===== config.mk =====
export PLATFORM = sky130hd
export DESIGN_NAME = epd_serial_write_port
export DESIGN_NICKNAME = d
export VERILOG_FILES = /design/src/verilog/sync2.v /design/src/verilog/word_fifo.v /design/src/verilog/epd_serial_write_port.v
export VERILOG_INCLUDE_DIRS = /design/src /design/src/verilog
export SDC_FILE = /design/constraint.sdc
export NUM_CORES = 1
export LEC_CHECK = 0
export BUFFER_PORTS_ARGS = -buffer_cell sky130_fd_sc_hd__clkbuf_2
export CAP_MARGIN = 20
export CORE_UTILIZATION = 55
export CTS_CLUSTER_DIAMETER = 120
export DETAILED_ROUTE_END_ITERATION = 7
export GPL_TIMING_DRIVEN = 0
export MAX_ROUTING_LAYER = met4
export PLACE_DENSITY_LB_ADDON = 0.08
export SLEW_MARGIN = 5
export SYNTH_ARGS = -nofsm -noshare
export SYNTH_HDL_FRONTEND = slang
export SYNTH_SLANG_ARGS = --single-unit

===== constraint.sdc =====
create_clock -name clk -period 4.45 [get_ports clk]
set_input_delay 0.89 -clock clk [delete_from_list [all_inputs] [get_ports clk]]
set_output_delay 0.89 -clock clk [all_outputs]
set_load 0.1 [all_outputs]

===== src/verilog/epd_port_defs.vh =====
// Shared constants for the serial write port
`ifndef EPD_PORT_DEFS_VH
`define EPD_PORT_DEFS_VH
`define BYTE_BITS 8
`define WORD4_BITS 4'h8
`define WORD3_BITS 4'h9
`define BIT_CNT_W 4
`define MODE_4WIRE 1'b0
`define MODE_3WIRE 1'b1
`define DEST_CMD 1'b0
`define DEST_RAM 1'b1
`define FIFO_DEPTH 8
`define FIFO_AW 3
`define CNT_ZERO 4'h0
`define CNT_ONE 4'h1
`define PIN_COUNT 6
`define PIN_RST 5
`define PIN_MODE 4
`define PIN_CS 3
`define PIN_SCLK 2
`define PIN_SERIAL_DATA_INPUT 1
`define PIN_DC 0
`endif


===== src/verilog/sync2.v =====
// Two flip-flop level synchroniser
`timescale 1ns/1ps
module sync2 #(
  parameter WIDTH = 1
) (
  // Clock and reset
  input wire clk,
  input wire sys_rst,
  // Data
  input wire [WIDTH-1:0] din,
  output wire [WIDTH-1:0] dout
);
  reg [WIDTH-1:0] meta_ff;
  reg [WIDTH-1:0] sync_ff;

  // First stage feeds only the second
  always @(posedge clk) begin
    if (sys_rst) begin
      meta_ff <= {WIDTH{1'b0}};
      sync_ff <= {WIDTH{1'b0}};
    end else begin
      meta_ff <= din;
      sync_ff <= meta_ff;
    end
  end

  assign dout = sync_ff;
endmodule // sync2


===== src/verilog/word_fifo.v =====
// Flip-flop FIFO with valid/ready on both sides
`timescale 1ns/1ps
`include "epd_port_defs.vh"
module word_fifo #(
  parameter WIDTH = 9,
  parameter DEPTH = `FIFO_DEPTH,
  parameter AW = `FIFO_AW
) (
  // Clock and reset
  input wire clk,
  input wire sys_rst,
  // Fill side
  input wire in_valid,
  output wire in_ready,
  input wire [WIDTH-1:0] in_data,
  // Drain side
  output wire out_valid,
  input wire out_ready,
  output wire [WIDTH-1:0] out_data
);
  reg [WIDTH-1:0] mem_ff [0:DEPTH-1];
  reg [AW-1:0] wr_ptr_ff;
  reg [AW-1:0] rd_ptr_ff;
  reg [AW:0] count_ff;
  wire push;
  wire pop;

  // Pointer wrap for any depth
  function [AW-1:0] ptr_inc;
    input [AW-1:0] p;
    begin
      if (p == DEPTH[AW-1:0] - {{(AW-1){1'b0}}, 1'b1})
        ptr_inc = {AW{1'b0}};
      else
        ptr_inc = p + {{(AW-1){1'b0}}, 1'b1};
    end
  endfunction

  // Honest full and empty
  assign in_ready = (count_ff != DEPTH[AW:0]);
  assign out_valid = (count_ff != {(AW+1){1'b0}});
  assign push = in_valid && in_ready;
  assign pop = out_valid && out_ready;
  assign out_data = mem_ff[rd_ptr_ff];

  // Storage write
  always @(posedge clk) begin
    if (push) begin
      mem_ff[wr_ptr_ff] <= in_data;
    end
  end

  // Pointers and fill level
  always @(posedge clk) begin
    if (sys_rst) begin
      wr_ptr_ff <= {AW{1'b0}};
      rd_ptr_ff <= {AW{1'b0}};
      count_ff <= {(AW+1){1'b0}};
    end else begin
      if (push) begin
        wr_ptr_ff <= ptr_inc(wr_ptr_ff);
      end
      if (pop) begin
        rd_ptr_ff <= ptr_inc(rd_ptr_ff);
      end
      if (push && !pop) begin
        count_ff <= count_ff + {{AW{1'b0}}, 1'b1};
      end else if (pop && !push) begin
        count_ff <= count_ff - {{AW{1'b0}}, 1'b1};
      end
    end
  end
endmodule // word_fifo


===== src/verilog/epd_serial_write_port.v =====
// Write-only serial host port of a display controller
`timescale 1ns/1ps
`include "epd_port_defs.vh"

// Function
// - Only 4-wire or 3-wire serial modes
// - Shift clock and data input pins used
// - 4-wire uses clock, data, select, chip-select
// - Shift data MSB first on rising clock
// - 4-wire: sample select on eighth clock
// - Writes only, never returns read data
// - 3-wire uses clock, data, chip-select only
// - 3-wire ignores the data/command pin
// - 3-wire words are nine bits, flag first
// - Flag 1 to RAM, 0 to command
// - Traffic accepted only while chip-select low
// - Bus select low 4-wire, high 3-wire
// - Hard reset low returns port to reset
module epd_serial_write_port #(
  parameter FIFO_DEPTH = `FIFO_DEPTH,
  parameter FIFO_AW = `FIFO_AW
) (
  // Clock and system reset
  input wire clk,
  input wire sys_rst,
  // Host pins, asynchronous to clk
  input wire hard_reset_low,
  input wire bus_select_pin,
  input wire chip_select_low,
  input wire serial_clock,
  input wire serial_data_input,
  input wire data_command_sel,
  // Serial data pin driver, never enabled
  output wire serial_data_out,
  output wire serial_data_oe_low,
  // Busy status from the core
  input wire core_busy,
  output wire busy_low_output,
  // Received words toward RAM or command register
  output wire word_valid,
  input wire word_ready,
  output wire [`BYTE_BITS-1:0] word_byte,
  output wire word_is_data,
  // Overrun indication, one cycle pulse
  output reg overrun_ff
);

  // ------------------------------------------------------------
  // Pin synchronisers
  // ------------------------------------------------------------
  wire [`PIN_COUNT-1:0] pins_sync;
  wire rst_n_s;
  wire mode_s;
  wire cs_n_s;
  wire sclk_s;
  wire serial_data_input_s;
  wire dc_s;

  // Four-wire pin set, plus straps
  // All host pins pass two flip-flops first; one shared synchroniser
  // keeps clock, data and select aligned with the same lag
  sync2 #(
    .WIDTH(`PIN_COUNT)
  ) u_sync (
    .clk(clk),
    .sys_rst(sys_rst),
    .din({hard_reset_low, bus_select_pin, chip_select_low, serial_clock,
          serial_data_input, data_command_sel}),
    .dout(pins_sync)
  );

  assign rst_n_s = pins_sync[`PIN_RST];
  assign mode_s = pins_sync[`PIN_MODE];
  assign cs_n_s = pins_sync[`PIN_CS];
  assign sclk_s = pins_sync[`PIN_SCLK];
  assign serial_data_input_s = pins_sync[`PIN_SERIAL_DATA_INPUT];
  assign dc_s = pins_sync[`PIN_DC];
  // The synchroniser clears to zero, so the port stays in reset
  // for two cycles after sys_rst; that also hides the chip select,
  // which reads as low until the pin's real level arrives

  // ------------------------------------------------------------
  // Decode helpers
  // ------------------------------------------------------------
  // True when the latched strap selects nine-bit words
  function is_three_wire;
    input mode;
    begin
      is_three_wire = (mode == `MODE_3WIRE);
    end
  endfunction

  // Shift clocks in one word for a strap value
  function [`BIT_CNT_W-1:0] bits_per_word;
    input mode;
    begin
      bits_per_word = is_three_wire(mode) ? `WORD3_BITS : `WORD4_BITS;
    end
  endfunction

  // Destination flag above the byte; the last bit comes straight
  // from the pin so the word is whole on the edge that ends it
  function [`BYTE_BITS:0] pack_word;
    input dest;
    input [`BYTE_BITS-1:0] shift;
    input lsb;
    begin
      pack_word = {dest, shift[`BYTE_BITS-2:0], lsb};
    end
  endfunction

  // ------------------------------------------------------------
  // Reset and edge detection
  // ------------------------------------------------------------
  reg sclk_d_ff;
  reg mode_ff;
  reg [`BIT_CNT_W-1:0] bit_cnt_ff;
  reg [`BYTE_BITS-1:0] shift_ff;
  reg flag_ff;
  reg wr_valid_ff;
  reg [`BYTE_BITS:0] wr_word_ff;
  reg [`BIT_CNT_W-1:0] nxt_bit_cnt;
  reg [`BYTE_BITS-1:0] nxt_shift;
  reg nxt_flag;
  reg nxt_wr_valid;
  reg [`BYTE_BITS:0] nxt_wr_word;
  wire port_rst;
  wire sclk_rise;
  wire word_done;
  wire [`BIT_CNT_W-1:0] word_len;
  wire fifo_in_ready;

  assign port_rst = sys_rst || !rst_n_s;

  // Rising shift clock edge, found by sampling
  assign sclk_rise = sclk_s && !sclk_d_ff;

  always @(posedge clk) begin
    if (sys_rst) begin
      sclk_d_ff <= 1'b0;
    end else begin
      sclk_d_ff <= sclk_s;
    end
  end

  // ------------------------------------------------------------
  // Mode latch
  // ------------------------------------------------------------
  // Mode taken from strap while idle
  // Held during a word so a mid-word change cannot split it
  always @(posedge clk) begin
    if (port_rst) begin
      mode_ff <= `MODE_4WIRE;
    end else if (cs_n_s) begin
      mode_ff <= mode_s;
    end
  end

  // Bus select low 8-bit words, high 9-bit
  assign word_len = bits_per_word(mode_ff);

  // Word completes on the last clock of its length
  assign word_done = sclk_rise && (bit_cnt_ff == word_len - `CNT_ONE);

  // ------------------------------------------------------------
  // Shifter and word assembly
  // ------------------------------------------------------------
  // Bit counter: restarts on every deselect and at each word end
  always @* begin
    nxt_bit_cnt = bit_cnt_ff;
    if (cs_n_s) begin
      nxt_bit_cnt = `CNT_ZERO;
    end else if (word_done) begin
      nxt_bit_cnt = `CNT_ZERO;
    end else if (sclk_rise) begin
      nxt_bit_cnt = bit_cnt_ff + `CNT_ONE;
    end
  end

  // Shifter, flag capture and word hand-off
  always @* begin
    nxt_shift = shift_ff;
    nxt_flag = flag_ff;
    nxt_wr_valid = 1'b0;
    nxt_wr_word = wr_word_ff;
    if (cs_n_s) begin
      nxt_shift = {`BYTE_BITS{1'b0}};
      nxt_flag = `DEST_CMD;
    end else if (sclk_rise) begin
      // First 3-wire bit is the flag
      if (is_three_wire(mode_ff) && bit_cnt_ff == `CNT_ZERO) begin
        nxt_flag = serial_data_input_s;
      end else begin
        nxt_shift = {shift_ff[`BYTE_BITS-2:0], serial_data_input_s};
      end
      if (word_done) begin
        nxt_wr_valid = 1'b1;
        if (is_three_wire(mode_ff)) begin
          nxt_wr_word = pack_word(flag_ff, shift_ff, serial_data_input_s);
        end else begin
          nxt_wr_word = pack_word(dc_s, shift_ff, serial_data_input_s);
        end
      end
    end
  end

  // Receive path registers
  always @(posedge clk) begin
    if (port_rst) begin
      bit_cnt_ff <= `CNT_ZERO;
      shift_ff <= {`BYTE_BITS{1'b0}};
      flag_ff <= `DEST_CMD;
      wr_valid_ff <= 1'b0;
      wr_word_ff <= {(`BYTE_BITS+1){1'b0}};
    end else begin
      bit_cnt_ff <= nxt_bit_cnt;
      shift_ff <= nxt_shift;
      flag_ff <= nxt_flag;
      wr_valid_ff <= nxt_wr_valid;
      wr_word_ff <= nxt_wr_word;
    end
  end

  // A word that finds the FIFO full is dropped; the host has no
  // flow control beyond busy, so only a pulse reports it
  always @(posedge clk) begin
    if (port_rst) begin
      overrun_ff <= 1'b0;
    end else begin
      overrun_ff <= wr_valid_ff && !fifo_in_ready;
    end
  end

  // ------------------------------------------------------------
  // Word FIFO toward RAM and command register
  // ------------------------------------------------------------
  wire [`BYTE_BITS:0] fifo_out;

  // Eight words let the core pause for a whole burst before a drop;
  // a deeper buffer costs a flop row per word
  word_fifo #(
    .WIDTH(`BYTE_BITS + 1),
    .DEPTH(FIFO_DEPTH),
    .AW(FIFO_AW)
  ) u_fifo (
    .clk(clk),
    .sys_rst(port_rst),
    .in_valid(wr_valid_ff),
    .in_ready(fifo_in_ready),
    .in_data(wr_word_ff),
    .out_valid(word_valid),
    .out_ready(word_ready),
    .out_data(fifo_out)
  );

  assign word_is_data = fifo_out[`BYTE_BITS];
  assign word_byte = fifo_out[`BYTE_BITS-1:0];

  // ------------------------------------------------------------
  // Pin drivers
  // ------------------------------------------------------------
  // Data pin never driven
  assign serial_data_out = 1'b0;
  assign serial_data_oe_low = 1'b1;

  // Busy low while core works or words are pending
  // Pending words count as busy, so a host that waits cannot overrun
  assign busy_low_output = !(core_busy || word_valid);

  // ------------------------------------------------------------
  // Limits of this port
  // ------------------------------------------------------------
  // The shift clock is found by sampling, so each of its high and
  // low phases must span at least three clk cycles; shorter pulses
  // can slip between samples and the word then goes out of step.
  // A word reaches word_valid three to four clk cycles after its last
  // shift edge: two sync stages, the word register and the FIFO.
  // A strap change takes effect only at the next deselect.

endmodule // epd_serial_write_port


==> run metrics <==
P_leak=around 1.7 nW; post-synthesis mux area share=0.159; DR vias/cell=approximately 5.4; Hold Buf Count CTS=0; Setup crit end kind=output pin; Root Driver=clkbuf_8; Compound-Gate Fraction of Synth Area=0.0187; IO Count=24; YS warnings=0; Synth area leaders=edfxtp_1, dfxtp_1, mux4_1; H-tree depth=4; Synth area leader=edfxtp_1; Setup TNS=0 ns; Largest stage delay, worst path=0.42 ns; die area=0.00912 sq mm; cell chain of the critical path=clkbuf_1 -> buf_2 -> mux4_1 -> mux2_2 -> clkbuf_2; Hold Crit Class=reg -> reg; PD cells=460 mW/mm^2; Initial Util=0.577; slowest cell on the critical path=clkbuf_1; CP Max Fanout=10; internal cell power=2.11 mW; PortBufs=21; routability cong.=0.783; Die X-Extent=95.5 um; Post-Synthesis Cell Area=0.00481 sq mm; first-pass GRT wire length=12.4 mm; Die Ht=95.5 um; met1 Use GR=0.230; GR peak layer=met2; later-pin clock latency in the skew report=0.51 ns; M3 GR Usage=0.0654; largest net degree at the start of global routing=17; Setup Fix Bufs, Post-CTS=0; hold_sp=u_sync.meta_ff[0]; Worst slew margin=0.320; Psw=0.509 mW; Required @ worst endpoint=about 3.6 ns; critical path arrival=about 2.6 ns; r2r startpoint=u_fifo.count_ff[0]; simple-gate share of the synthesized area=0.101; TritonCTS buffer count=17; GRT Residual Overflow=0; Layout area overhead=18.4%; clk sinks=between 100 and 150; largest family of logic cells by synthesized area=multiplexers; top-count cell post-synth=edfxtp_1; post-CTS sizing=0; worst slew pin tran=1.02 ns; Placed Area=0.00508 sq mm; Crit path buffers/inverters=3; DRC errors left=0; met2 Use GR=0.326; Final Hold Fails=0; fmax=0.288 GHz; Synth Area per Inst=around 15 sq um; clock skew=0.00484 ns; post-DP HPWL=4.95 mm; Synth async-reset ratio=0; post-synth cell types=39; deepest clock path buffer count=2; Clock transition at path regs=0.06 ns; status=finished clean; initial drt markers=169; fin nets=381; Routed WL=roughly 7.8 mm; register bit count reported by yosys=122; number of global-route vias before repair=2460; part of the power in registers=0.454; predominant post-synthesis flop cell=edfxtp_1; Setup Viol. Count Final=0; Synth Area in XOR/XNOR=0.00911; post-synth net total=340; Adder-Cell Fraction of Synth Area=0.0276; Tot Pwr=2.62 mW; finished layout cell area=0.00569 sq mm; Min Clock Period, post-route=between 3 and 4 ns; RSZ-0062 raised after global routing=no; Antenna diodes=0; clock network fraction of total power=0.534; sequential area share after synthesis=0.658; standard-cell row count=33; Sw Share=0.194; share of post-route cells with drive strength above 1=0.217; initial antenna violation count=0; top cell type's share of synthesized area=0.450; CTS tree=built; WL/cell=16.3 um; Vias=roughly 2600; Core ar.=between 0.008 and 0.009 sq mm; number of synthesized flops with an enable pin=72; most frequent cells after synthesis=edfxtp_1, dfxtp_1, nand2_1; Startpoint Class=register; Final period util=0.781; Top Family by Delay on Critical Path=buffers and inverters; Syn Inst Count=320; Comb pwr share=0.012; drt pass-1 iters=4; CP Class=reg -> out; Peak VDD IR=330 uV; Slew Limit Fails=0; Total GRT Usage=0.201; antenna viol nets, final=0; max cap viols=0
==> layout by cell type, fill, tap and decap left out, types with 2 or more instances in the layout <==
| cell | Yosys | routed |
|---|---|---|
| inv_1 | 4 | 4 |
| nor2b_1 | 16 | 16 |
| clkbuf_1 | 8 | 9 |
| nand2_1 | 31 | 31 |
| inv_6 | 0 | 3 |
| dfxtp_1 | 50 | 50 |
| xnor2_1 | 2 | 2 |
| clkbuf_2 | 0 | 21 |
| clkinvlp_4 | 0 | 3 |
| buf_2 | 4 | 4 |
| nor3_2 | 0 | 4 |
| ha_1 | 9 | 9 |
| and2_1 | 2 | 2 |
| buf_4 | 3 | 4 |
| nor2_1 | 22 | 22 |
| conb_1 | 2 | 2 |
| clkinv_2 | 0 | 2 |
| nand2b_1 | 4 | 4 |
| or3_1 | 2 | 2 |
| bufinv_16 | 0 | 4 |
| mux4_1 | 18 | 18 |
| clkinv_4 | 0 | 2 |
| mux2_2 | 10 | 10 |
| edfxtp_1 | 72 | 72 |
| clkbuf_16 | 0 | 16 |
| nand4_1 | 3 | 3 |
| xor2_1 | 3 | 3 |
| nand3_1 | 5 | 5 |
| a21oi_1 | 11 | 11 |
| mux2i_1 | 18 | 18 |
==> layout make-up <==
class	instances	area, sq um
Buffer	18	108
Clock buffer	18	418
Clock inverter	14	196
Fill cell	608	2650
Inverter	4	15.0
Multi-Input combinational cell	176	1550
Sequential cell	122	3160
Tap cell	105	131
Timing Repair Buffer	22	113
==> per-layer routing <==
metal  routed length [um]  vias up  part of all wire
met5                    0        -                 0
met4                  104        0             0.013
met3                  312       10             0.040
met2                 3930       50              0.50
met1                 3470     1253              0.44
li1                     -     1269                 -
==> path summary, 6_finish.rpt <==
kind,slack [ns],cells after the start,to
worst max-delay path,0.97,5,word_byte[2]
worst min-delay path,0.43,1,u_sync.dout[0]
worst max register to register,1.87,10,u_fifo.count_ff[3]
worst min register to register,0.43,1,u_sync.dout[0]
==> per-stage QoR <==
step,utilization,setup WS [ns],std cells,hold WS (ns)
final,0.683,0.974,479,0.432
after global routing,0.683,0.812,479,0.457
after CTS,0.683,0.898,479,0.434
after detailed placement,0.609,1.45,447,0.420
after global placement,0.605,1.45,446,0.419
after floorplan,-,0.690,320,0.414
==> power groups by stage <==
| stage | clock network [mW] | registers, mW | logic (mW) |
|---|---|---|---|
| finish | 1.40 | 1.19 | 0.0317 |
| global placement | 0 | 1.21 | 0.0316 |
| CTS | 1.42 | 1.19 | 0.0320 |
| global route | 1.47 | 1.19 | 0.0342 |
| floorplan | 0 | 1.21 | 0.0246 |
| detailed placement | 0 | 1.21 | 0.0319 |
==> state kept, by name (all words and copies together) (netlist names), 3 cells and up, named ones only <==
name,cells
shift_ff,7
u_fifo.count_ff,4
wr_word_ff,9
u_fifo.wr_ptr_ff,3
u_fifo.rd_ptr_ff,3
u_sync.meta_ff,6
u_sync.dout,6
bit_cnt_ff,4
u_fifo.mem_ff,72
==> kinds of logic after synthesis <==
group,after synthesis
adder cells (fa/ha/maj),10
AO/OA/AOI/OAI,15
AND/OR/NAND/NOR,98
XOR/XNOR,5
buffers and inverters,22
flip-flops,122
multiplexers,46
other,2
==> worst register-to-register path, delay by kind of cell, from the launching register on <==
kind	cells	cell delay, ns
adders and majority gates	2	0.52
and+or+nand+nor	2	0.64
DFF	1	0.37
buffers and inverters	2	0.25
AOI/OAI and AO/OA	4	0.74
(Power assumes the default switching activity.)
